--- src/clkstop_pkg.sv ---
// package: constants and carriers for the clock-stop and boot-select block
package clkstop_pkg;

	// instruction decode
	localparam logic [31:0] CLOCK_STOP_OPCODE    = 32'h0600_0001;

	// wake timing in input clock periods
	localparam int          WAKE_HOLD_CLKS       = 4;
	localparam int          RESTART_DELAY_CLKS   = 2;
	localparam int          SERVICE_HOLD_CLKS    = 4;
	localparam logic [2:0]  WAKE_HOLD_CNT        = 3'(WAKE_HOLD_CLKS);
	localparam logic [2:0]  RESTART_DELAY_CNT    = 3'(RESTART_DELAY_CLKS);
	localparam logic [2:0]  SERVICE_HOLD_CNT     = 3'(SERVICE_HOLD_CLKS);

	// external interrupt lines: nmi at bit 4, flag pins 3..0
	localparam int          NUM_WAKE_PINS        = 5;

	// boot select codes, pin 3 down to pin 0
	localparam logic [3:0]  BOOT_SEL_LOW_RAM     = 4'hd;
	localparam logic [3:0]  BOOT_SEL_LOCAL_0     = 4'hb;
	localparam logic [3:0]  BOOT_SEL_MID_RAM     = 4'h9;
	localparam logic [3:0]  BOOT_SEL_GLOBAL_0    = 4'h7;
	localparam logic [3:0]  BOOT_SEL_GLOBAL_40   = 4'h5;
	localparam logic [3:0]  BOOT_SEL_GLOBAL_80   = 4'h3;
	localparam logic [3:0]  BOOT_SEL_RESERVED    = 4'h1;
	localparam logic [3:0]  BOOT_SEL_COMM_PORT   = 4'hf;

	// boot source addresses
	localparam logic [31:0] BOOT_ADDR_LOW_RAM    = 32'h0030_0000;
	localparam logic [31:0] BOOT_ADDR_LOCAL_0    = 32'h4000_0000;
	localparam logic [31:0] BOOT_ADDR_MID_RAM    = 32'h0080_0000;
	localparam logic [31:0] BOOT_ADDR_GLOBAL_0   = 32'h8000_0000;
	localparam logic [31:0] BOOT_ADDR_GLOBAL_40  = 32'h8040_0000;
	localparam logic [31:0] BOOT_ADDR_GLOBAL_80  = 32'h8080_0000;

	// external address pin values
	localparam logic [23:0] PIN_ADDR_ZERO        = 24'h00_0000;
	localparam logic [23:0] PIN_ADDR_40          = 24'h40_0000;
	localparam logic [23:0] PIN_ADDR_80          = 24'h80_0000;

	typedef enum logic [2:0] {
		BOOT_NONE,
		BOOT_MEMORY,
		BOOT_LOCAL_BUS,
		BOOT_GLOBAL_BUS,
		BOOT_COMM_PORT,
		BOOT_TERMINATE
	} boot_kind_e;

	// decoded boot selection
	typedef struct packed {
		boot_kind_e  kind;
		logic [31:0] source_addr;
		logic [23:0] pin_addr;
		logic        local_strobe_zero;
		logic        global_strobe_zero;
	} boot_sel_s;

	// cpu-side controls during clock stop
	typedef struct packed {
		logic        cpu_run;
		logic        hold_address;
		logic        data_float;
		logic        controls_inactive;
	} stop_ctl_s;

endpackage : clkstop_pkg

--- src/clock_stop_wake_and_boot_select.sv ---
// design: clock-stop power-down, wake timing, phase clocks and boot source select
//
// Overview of operation
// - opcode 06000001h enters clock-stop state
// - any pin low four clocks ends stop
// - clocks restart two input clocks later
// - phase clocks always stay 180 degrees apart
// - service only pre-enabled, held two cycles
// - any pin wakes; enabled ones get serviced
// - next instruction waits for interrupt return
// - emulation mode turns stop into idle
// - code 1101 boots from 0030 0000h
// - code 1011 boots local strobe zero
// - code 1001 boots from 80 0000h
// - code 0111 boots global 8000 0000h
// - code 0101 boots global 8040 0000h
// - code 0011 boots global 8080 0000h
// - code 0001 reserved, loader terminates
// - code 1111 boots from communication port
// - stop halts with phase one held high
// - stop keeps state, floats data, idles controls
`timescale 1ns/10ps

module clock_stop_wake_and_boot_select (
	// clock and reset
	input  wire logic                     i_clock,
	input  wire logic                     i_rst_n,
	// instruction execute stage
	input  wire logic                     i_instr_valid,
	input  wire logic [31:0]              i_instr_word,
	input  wire logic                     i_emulation_mode,
	input  wire logic                     i_return_exec,
	// external interrupt pins, active low: nmi at bit 4
	input  wire logic [4:0]               i_ext_irq_n,
	input  wire logic [4:0]               i_irq_enable,
	// phase clocks
	output logic                          o_phase_one_clock,
	output logic                          o_phase_three_clock,
	// power state
	output logic                          o_clock_stopped,
	output logic                          o_idle,
	output clkstop_pkg::stop_ctl_s        o_stop_ctl,
	output logic                          o_hold_next_instr,
	// interrupt service
	output logic                          o_irq_take,
	output logic [4:0]                    o_irq_take_vec,
	// boot selection
	output clkstop_pkg::boot_sel_s        o_boot_sel,
	output logic [3:0]                    o_boot_code
);

	typedef enum logic [1:0] {
		ST_RUN,
		ST_STOPPED,
		ST_RESTART
	} pwr_state_e;

	pwr_state_e             state_reg;
	logic [2:0]             cnt_reg;
	logic [4:0]             en_at_stop_reg;
	logic [4:0]             pin_low;
	logic [2:0]             low_cnt [5];
	logic                   wake_hit;
	logic                   is_stop_op;
	logic                   phase_reg;
	logic                   idle_reg;
	logic                   stopped_reg;
	logic                   hold_next_reg;
	logic                   take_reg;
	logic [4:0]             take_vec_reg;
	logic [4:0]             take_vec_next;
	logic                   boot_done_reg;
	logic [3:0]             boot_code_reg;
	clkstop_pkg::boot_sel_s boot_sel_reg;
	clkstop_pkg::boot_sel_s boot_sel_next;
	clkstop_pkg::stop_ctl_s stop_ctl_reg;

	assign pin_low    = ~i_ext_irq_n;
	assign is_stop_op = i_instr_valid && (i_instr_word == clkstop_pkg::CLOCK_STOP_OPCODE);

	// ------------------------------------------------------------
	// per-pin low-time counters
	// ------------------------------------------------------------
	// counters saturate at the hold figure; any pin may wake, enabled or not
	for (genvar g = 0; g < clkstop_pkg::NUM_WAKE_PINS; g++) begin : g_low
		always_ff @(posedge i_clock) begin
			if (!i_rst_n || !pin_low[g]) begin
				low_cnt[g] <= 3'h0;
			end else if (low_cnt[g] != clkstop_pkg::WAKE_HOLD_CNT) begin
				low_cnt[g] <= low_cnt[g] + 3'h1;
			end
		end
	end

	// saturated count still wakes: a pin held low across stop entry
	always_comb begin
		wake_hit = 1'b0;
		for (int i = 0; i < clkstop_pkg::NUM_WAKE_PINS; i++) begin
			if (low_cnt[i] >= clkstop_pkg::WAKE_HOLD_CNT - 3'h1 && pin_low[i]) begin
				wake_hit = 1'b1;
			end
		end
	end

	// ------------------------------------------------------------
	// power state machine
	// ------------------------------------------------------------
	always_ff @(posedge i_clock) begin
		if (!i_rst_n) begin
			state_reg      <= ST_RUN;
			cnt_reg        <= 3'h0;
			en_at_stop_reg <= 5'h00;
		end else begin
			case (state_reg)
				ST_RUN: begin
					// emulation keeps clocks running; treated as idle
					if (is_stop_op && !i_emulation_mode) begin
						state_reg      <= ST_STOPPED;
						en_at_stop_reg <= i_irq_enable;
					end
				end
				ST_STOPPED: begin
					if (wake_hit) begin
						state_reg <= ST_RESTART;
						cnt_reg   <= 3'h1;
					end
				end
				ST_RESTART: begin
					if (cnt_reg == clkstop_pkg::RESTART_DELAY_CNT) begin
						state_reg <= ST_RUN;
						cnt_reg   <= 3'h0;
					end else begin
						cnt_reg <= cnt_reg + 3'h1;
					end
				end
				default: begin
					state_reg <= ST_RUN;
				end
			endcase
		end
	end

	// ------------------------------------------------------------
	// phase clocks
	// ------------------------------------------------------------
	// one phase bit drives both outputs, so they can never overlap
	always_ff @(posedge i_clock) begin
		if (!i_rst_n) begin
			phase_reg           <= 1'b0;
			o_phase_one_clock   <= 1'b1;
			o_phase_three_clock <= 1'b0;
		end else begin
			if (state_reg == ST_RUN && !(is_stop_op && !i_emulation_mode)) begin
				phase_reg <= ~phase_reg;
			end else begin
				phase_reg <= 1'b1;
			end
			// restart always comes up from phase one high, since phase_reg is held at 1 until run
			o_phase_one_clock   <= phase_reg;
			o_phase_three_clock <= ~phase_reg;
		end
	end

	// ------------------------------------------------------------
	// status and bus control during stop
	// ------------------------------------------------------------
	always_ff @(posedge i_clock) begin
		if (!i_rst_n) begin
			stopped_reg  <= 1'b0;
			idle_reg     <= 1'b0;
			stop_ctl_reg <= '{cpu_run: 1'b1, default: 1'b0};
		end else begin
			stopped_reg  <= (state_reg != ST_RUN);
			idle_reg     <= is_stop_op && i_emulation_mode;
			stop_ctl_reg.cpu_run           <= (state_reg == ST_RUN);
			stop_ctl_reg.hold_address      <= (state_reg != ST_RUN);
			stop_ctl_reg.data_float        <= (state_reg != ST_RUN);
			stop_ctl_reg.controls_inactive <= (state_reg != ST_RUN);
		end
	end

	// ------------------------------------------------------------
	// wake interrupt service
	// ------------------------------------------------------------
	// pins enabled at entry and held two phase-one cycles are serviced
	always_comb begin
		take_vec_next = 5'h00;
		for (int i = 0; i < clkstop_pkg::NUM_WAKE_PINS; i++) begin
			take_vec_next[i] = en_at_stop_reg[i] && pin_low[i]
				&& (low_cnt[i] >= clkstop_pkg::SERVICE_HOLD_CNT - 3'h1);
		end
	end

	always_ff @(posedge i_clock) begin
		if (!i_rst_n) begin
			take_reg      <= 1'b0;
			take_vec_reg  <= 5'h00;
			hold_next_reg <= 1'b0;
		end else begin
			if (state_reg == ST_STOPPED && wake_hit) begin
				take_vec_reg <= take_vec_next;
				take_reg     <= |take_vec_next;
			end else begin
				take_vec_reg <= 5'h00;
				take_reg     <= 1'b0;
			end
			// stall the instruction after the stop until return executes
			if (state_reg == ST_STOPPED && wake_hit && |take_vec_next) begin
				hold_next_reg <= 1'b1;
			end else if (i_return_exec) begin
				hold_next_reg <= 1'b0;
			end
		end
	end

	// ------------------------------------------------------------
	// boot source selection
	// ------------------------------------------------------------
	always_comb begin
		boot_sel_next = '{kind: clkstop_pkg::BOOT_MEMORY, source_addr: 32'h0,
			pin_addr: clkstop_pkg::PIN_ADDR_ZERO, default: 1'b0};
		case (i_ext_irq_n[3:0])
			clkstop_pkg::BOOT_SEL_LOW_RAM: begin
				boot_sel_next.source_addr = clkstop_pkg::BOOT_ADDR_LOW_RAM;
			end
			clkstop_pkg::BOOT_SEL_LOCAL_0: begin
				boot_sel_next.kind              = clkstop_pkg::BOOT_LOCAL_BUS;
				boot_sel_next.source_addr       = clkstop_pkg::BOOT_ADDR_LOCAL_0;
				boot_sel_next.local_strobe_zero = 1'b1;
			end
			clkstop_pkg::BOOT_SEL_MID_RAM: begin
				boot_sel_next.source_addr = clkstop_pkg::BOOT_ADDR_MID_RAM;
			end
			clkstop_pkg::BOOT_SEL_GLOBAL_0: begin
				boot_sel_next.kind               = clkstop_pkg::BOOT_GLOBAL_BUS;
				boot_sel_next.source_addr        = clkstop_pkg::BOOT_ADDR_GLOBAL_0;
				boot_sel_next.global_strobe_zero = 1'b1;
			end
			clkstop_pkg::BOOT_SEL_GLOBAL_40: begin
				boot_sel_next.kind               = clkstop_pkg::BOOT_GLOBAL_BUS;
				boot_sel_next.source_addr        = clkstop_pkg::BOOT_ADDR_GLOBAL_40;
				boot_sel_next.pin_addr           = clkstop_pkg::PIN_ADDR_40;
				boot_sel_next.global_strobe_zero = 1'b1;
			end
			clkstop_pkg::BOOT_SEL_GLOBAL_80: begin
				boot_sel_next.kind               = clkstop_pkg::BOOT_GLOBAL_BUS;
				boot_sel_next.source_addr        = clkstop_pkg::BOOT_ADDR_GLOBAL_80;
				boot_sel_next.pin_addr           = clkstop_pkg::PIN_ADDR_80;
				boot_sel_next.global_strobe_zero = 1'b1;
			end
			clkstop_pkg::BOOT_SEL_RESERVED: begin
				boot_sel_next.kind = clkstop_pkg::BOOT_TERMINATE;
			end
			clkstop_pkg::BOOT_SEL_COMM_PORT: begin
				boot_sel_next.kind = clkstop_pkg::BOOT_COMM_PORT;
			end
			default: begin
				// undefined codes terminate like the reserved one
				boot_sel_next.kind = clkstop_pkg::BOOT_TERMINATE;
			end
		endcase
	end

	// first clock after reset release captures once, then holds
	always_ff @(posedge i_clock) begin
		if (!i_rst_n) begin
			boot_done_reg <= 1'b0;
			boot_code_reg <= 4'h0;
			boot_sel_reg  <= '{kind: clkstop_pkg::BOOT_NONE, source_addr: 32'h0,
				pin_addr: clkstop_pkg::PIN_ADDR_ZERO, default: 1'b0};
		end else if (!boot_done_reg) begin
			boot_done_reg <= 1'b1;
			boot_code_reg <= i_ext_irq_n[3:0];
			boot_sel_reg  <= boot_sel_next;
		end
	end

	// ------------------------------------------------------------
	// outputs
	// ------------------------------------------------------------
	assign o_clock_stopped   = stopped_reg;
	assign o_idle            = idle_reg;
	assign o_stop_ctl        = stop_ctl_reg;
	assign o_hold_next_instr = hold_next_reg;
	assign o_irq_take        = take_reg;
	assign o_irq_take_vec    = take_vec_reg;
	assign o_boot_sel        = boot_sel_reg;
	assign o_boot_code       = boot_code_reg;

endmodule : clock_stop_wake_and_boot_select

--- config.mk ---
export PLATFORM = sky130hd
export DESIGN_NAME = clock_stop_wake_and_boot_select
export DESIGN_NICKNAME = d
export VERILOG_FILES = /design/src/clkstop_pkg.sv /design/src/clock_stop_wake_and_boot_select.sv
export SDC_FILE = /design/constraint.sdc
export NUM_CORES = 1
export LEC_CHECK = 0
export ABC_AREA = 1
export BUFFER_PORTS_ARGS = -buffer_cell sky130_fd_sc_hd__buf_4
export CAP_MARGIN = 5
export CELL_PAD_IN_SITES_DETAIL_PLACEMENT = 1
export CELL_PAD_IN_SITES_GLOBAL_PLACEMENT = 2
export CORE_MARGIN = 3
export CORE_UTILIZATION = 25
export DETAILED_ROUTE_END_ITERATION = 8
export GPL_ROUTABILITY_DRIVEN = 0
export HOLD_SLACK_MARGIN = 0.06
export PLACE_DENSITY = 0.75
export SLEW_MARGIN = 20
export SYNTH_ARGS = -nofsm -noshare
export SYNTH_HDL_FRONTEND = slang
export SYNTH_SLANG_ARGS = --single-unit
export TNS_END_PERCENT = 10
--- constraint.sdc ---
create_clock -name i_clock -period 2.4 [get_ports i_clock]
set_clock_uncertainty 0.15 [all_clocks]
set_input_delay 0.36 -clock i_clock [delete_from_list [all_inputs] [get_ports i_clock]]
set_output_delay 0.36 -clock i_clock [all_outputs]
set_load 0.005 [all_outputs]
==> metrics <==
status finished clean; vias in the first global route 2461; post-synthesis sequential area ratio 41.4%; Routed WL 7160 um; initial antenna violation count 0; HPWL Detailed 5910 um; Worst VDD drop 0.268 mV; Overflow after GRT 0; number of flops mapped to enable cells by yosys 15; Die Span Y 114 um; row count 38; Mapped Avg Cell Area 7.74 um^2; area grow syn2layout 21.7%; commonest cells after routing, fill and taps aside buf_4, nor2_1, nand2_1, inv_1, conb_1; met3 Track Usage GR 2.59%; critical path's slowest cell edfxtp_1; fin crit share 79.7%; P per Cell Area 524 nW/um^2; CP max stage delay 0.44 ns; layout cell share with drive strength beyond 1 21.5%; Final Instance Count excl. Fillers 592; Die X 114 um; Seq cells post-synth 53; DR WL/cell 12.1 um; max FFs per register 15; pre-CTS WS 0.445 ns; final slew viol count 0; global-route wire length before repair 11700 um; clk root buf clkbuf_16; RSZ-0062 raised after global routing false; CP endpoint kind flop; fill cell count 1394; Setup Viol. Count Final 0; Core Util, Final 32.0%; Final Critical Period 1.91 ns; ant diodes 0; Crit Path Max Fanout 4; final layout net count 513; LEAKAGE 0.00175 uW; grt met1 use 13.3%; 1st-pass router iterations 4; Post-Syn Instances 378; die area 13000 um^2; Data arrival, critical path 1.95 ns; GRT Util Overall 11.0%; ys flop type dfxtp_1; Num CTS Buffers 5; maximum capacitance violations 0; Syn. warnings 0; clock latency at the later pin of the worst-skew pair 0.29 ns; setup ws final 0.488 ns; post-synth cell types 31; clock tree buffer depth 2; antenna viol nets, final 0; CP cell instances ha_1, ha_1, nor2_1, nand2_1, nand2_2, nand3_1, o21ai_1, nand2_1, o21ai_1, inv_1; met2 usage 19.2%; Post-CTS Hold Buffers 0; Starting Density 26.3%; Post-CTS Setup Inserts 0; critical path type flop to flop; busiest grt layer met2; Core ar. 11100 um^2; worst path required time 2.43 ns; Synth async-reset ratio 0%; I/O pin total 127; CP Launch Type flop; largest net degree at the start of global routing 29; via count 2419; post_cts resized 0; H-tree Lvls 2; post-DR vias/cell 4.09; Peak Freq 523 MHz; Largest Register low_cnt; initial DRC count 53; most common cell after layout, fill and taps aside buf_4; Post-route DRC 0; TritonCTS clock tree built; placed cells 584; Final Hold Viols 0; # port buffers 78; worst hold path class input pin to flop; # clock sinks 53; clock transition at the registers of the reported paths 0.07 ns; Setup TNS 0 ns; Post-Syn Area 2930 um^2; critical path's top delay family simple AND/OR/NAND/NOR gates; CP bufs+invs 1
[cell families (layout without fill, tap and decap cells)]
family	Yosys count	in the layout	share of synthesized area, %
flip-flops	53	53	41.4
other	1	48	0.128
AO/OA/AOI/OAI	33	33	6.41
adder cells (fa/ha/maj)	15	15	6.41
buffers and inverters	116	143	22.7
AND/OR/NAND/NOR	160	160	23.0
[cell usage after synthesis (2+ instances only)]
library cell | instances | share of area, %
buf_4 | 55 | 14
inv_2 | 2 | 0.26
edfxtp_1 | 15 | 15
buf_2 | 3 | 0.51
nand4_1 | 6 | 1.3
o21ai_1 | 2 | 0.34
ha_1 | 15 | 6.4
inv_1 | 53 | 6.8
nand3_1 | 18 | 3.1
o21ai_0 | 8 | 1.4
a21oi_1 | 15 | 2.6
nand2_2 | 2 | 0.43
nor2_1 | 65 | 8.3
nor3_1 | 3 | 0.51
dfxtp_1 | 38 | 26
nor2_2 | 3 | 0.64
nand2_1 | 60 | 7.7
o211ai_1 | 2 | 0.51
[per-stage QoR]
step / instance area (um^2) / hold slack, ns / power [uW]
final: 3560 / 0.116 / 1870
after global routing: 3560 / 0.111 / 1960
after CTS: 3560 / 0.113 / 1890
after global placement: 3420 / 0.290 / 1180
after detailed placement: 3420 / 0.295 / 1190
after floorplan: 3100 / 0.238 / 1130
[area by class of cell]
class	count	area (um^2)	share of cell area (%)
clock buffer	6	129	3.62
clock inverter	2	10.0	0.281
inverter	55	206	5.80
multi-input combinational	256	1230	34.5
sequential	53	1210	34.0
tap	140	175	4.92
timing repair buffer	80	601	16.9
[path summary, 6_finish.rpt]
| path | start | to | slack (ns) | cells after the start |
|---|---|---|---|---|
| hold / removal | i_return_exec | o_hold_next_instr | 0.12 | 2 |
| setup / recovery | low_cnt[2][0] | cnt_reg[0] | 0.49 | 10 |
| hold reg to reg | phase_reg | o_phase_three_clock | 0.31 | 1 |
| setup reg to reg | low_cnt[2][0] | cnt_reg[0] | 0.49 | 10 |
[power breakdown]
part / internal [uW] / switching (uW) / leakage (uW) / total (uW)
Sequential: 942 / 18.6 / 0.000491 / 961
Combinational: 97.8 / 108 / 0.00119 / 206
Clock: 384 / 314 / 0.0000706 / 698
Total: 1420 / 441 / 0.00175 / 1870
[worst register-to-register path: stages, from the launching register on]
cell      delay (ns)
edfxtp_1        0.44
ha_1            0.23
ha_1            0.18
nor2_1          0.10
nand2_1         0.07
nand2_2         0.09
nand3_1         0.11
o21ai_1         0.19
nand2_1         0.09
o21ai_1         0.12
inv_1           0.05
[metal layers]
metal	routed length, um	vias up
met5	0	-
met4	125	0
met3	325	13
met2	3620	60
met1	3080	1118
li1	-	1228
Note: power is estimated with default switching activity, not from simulation.
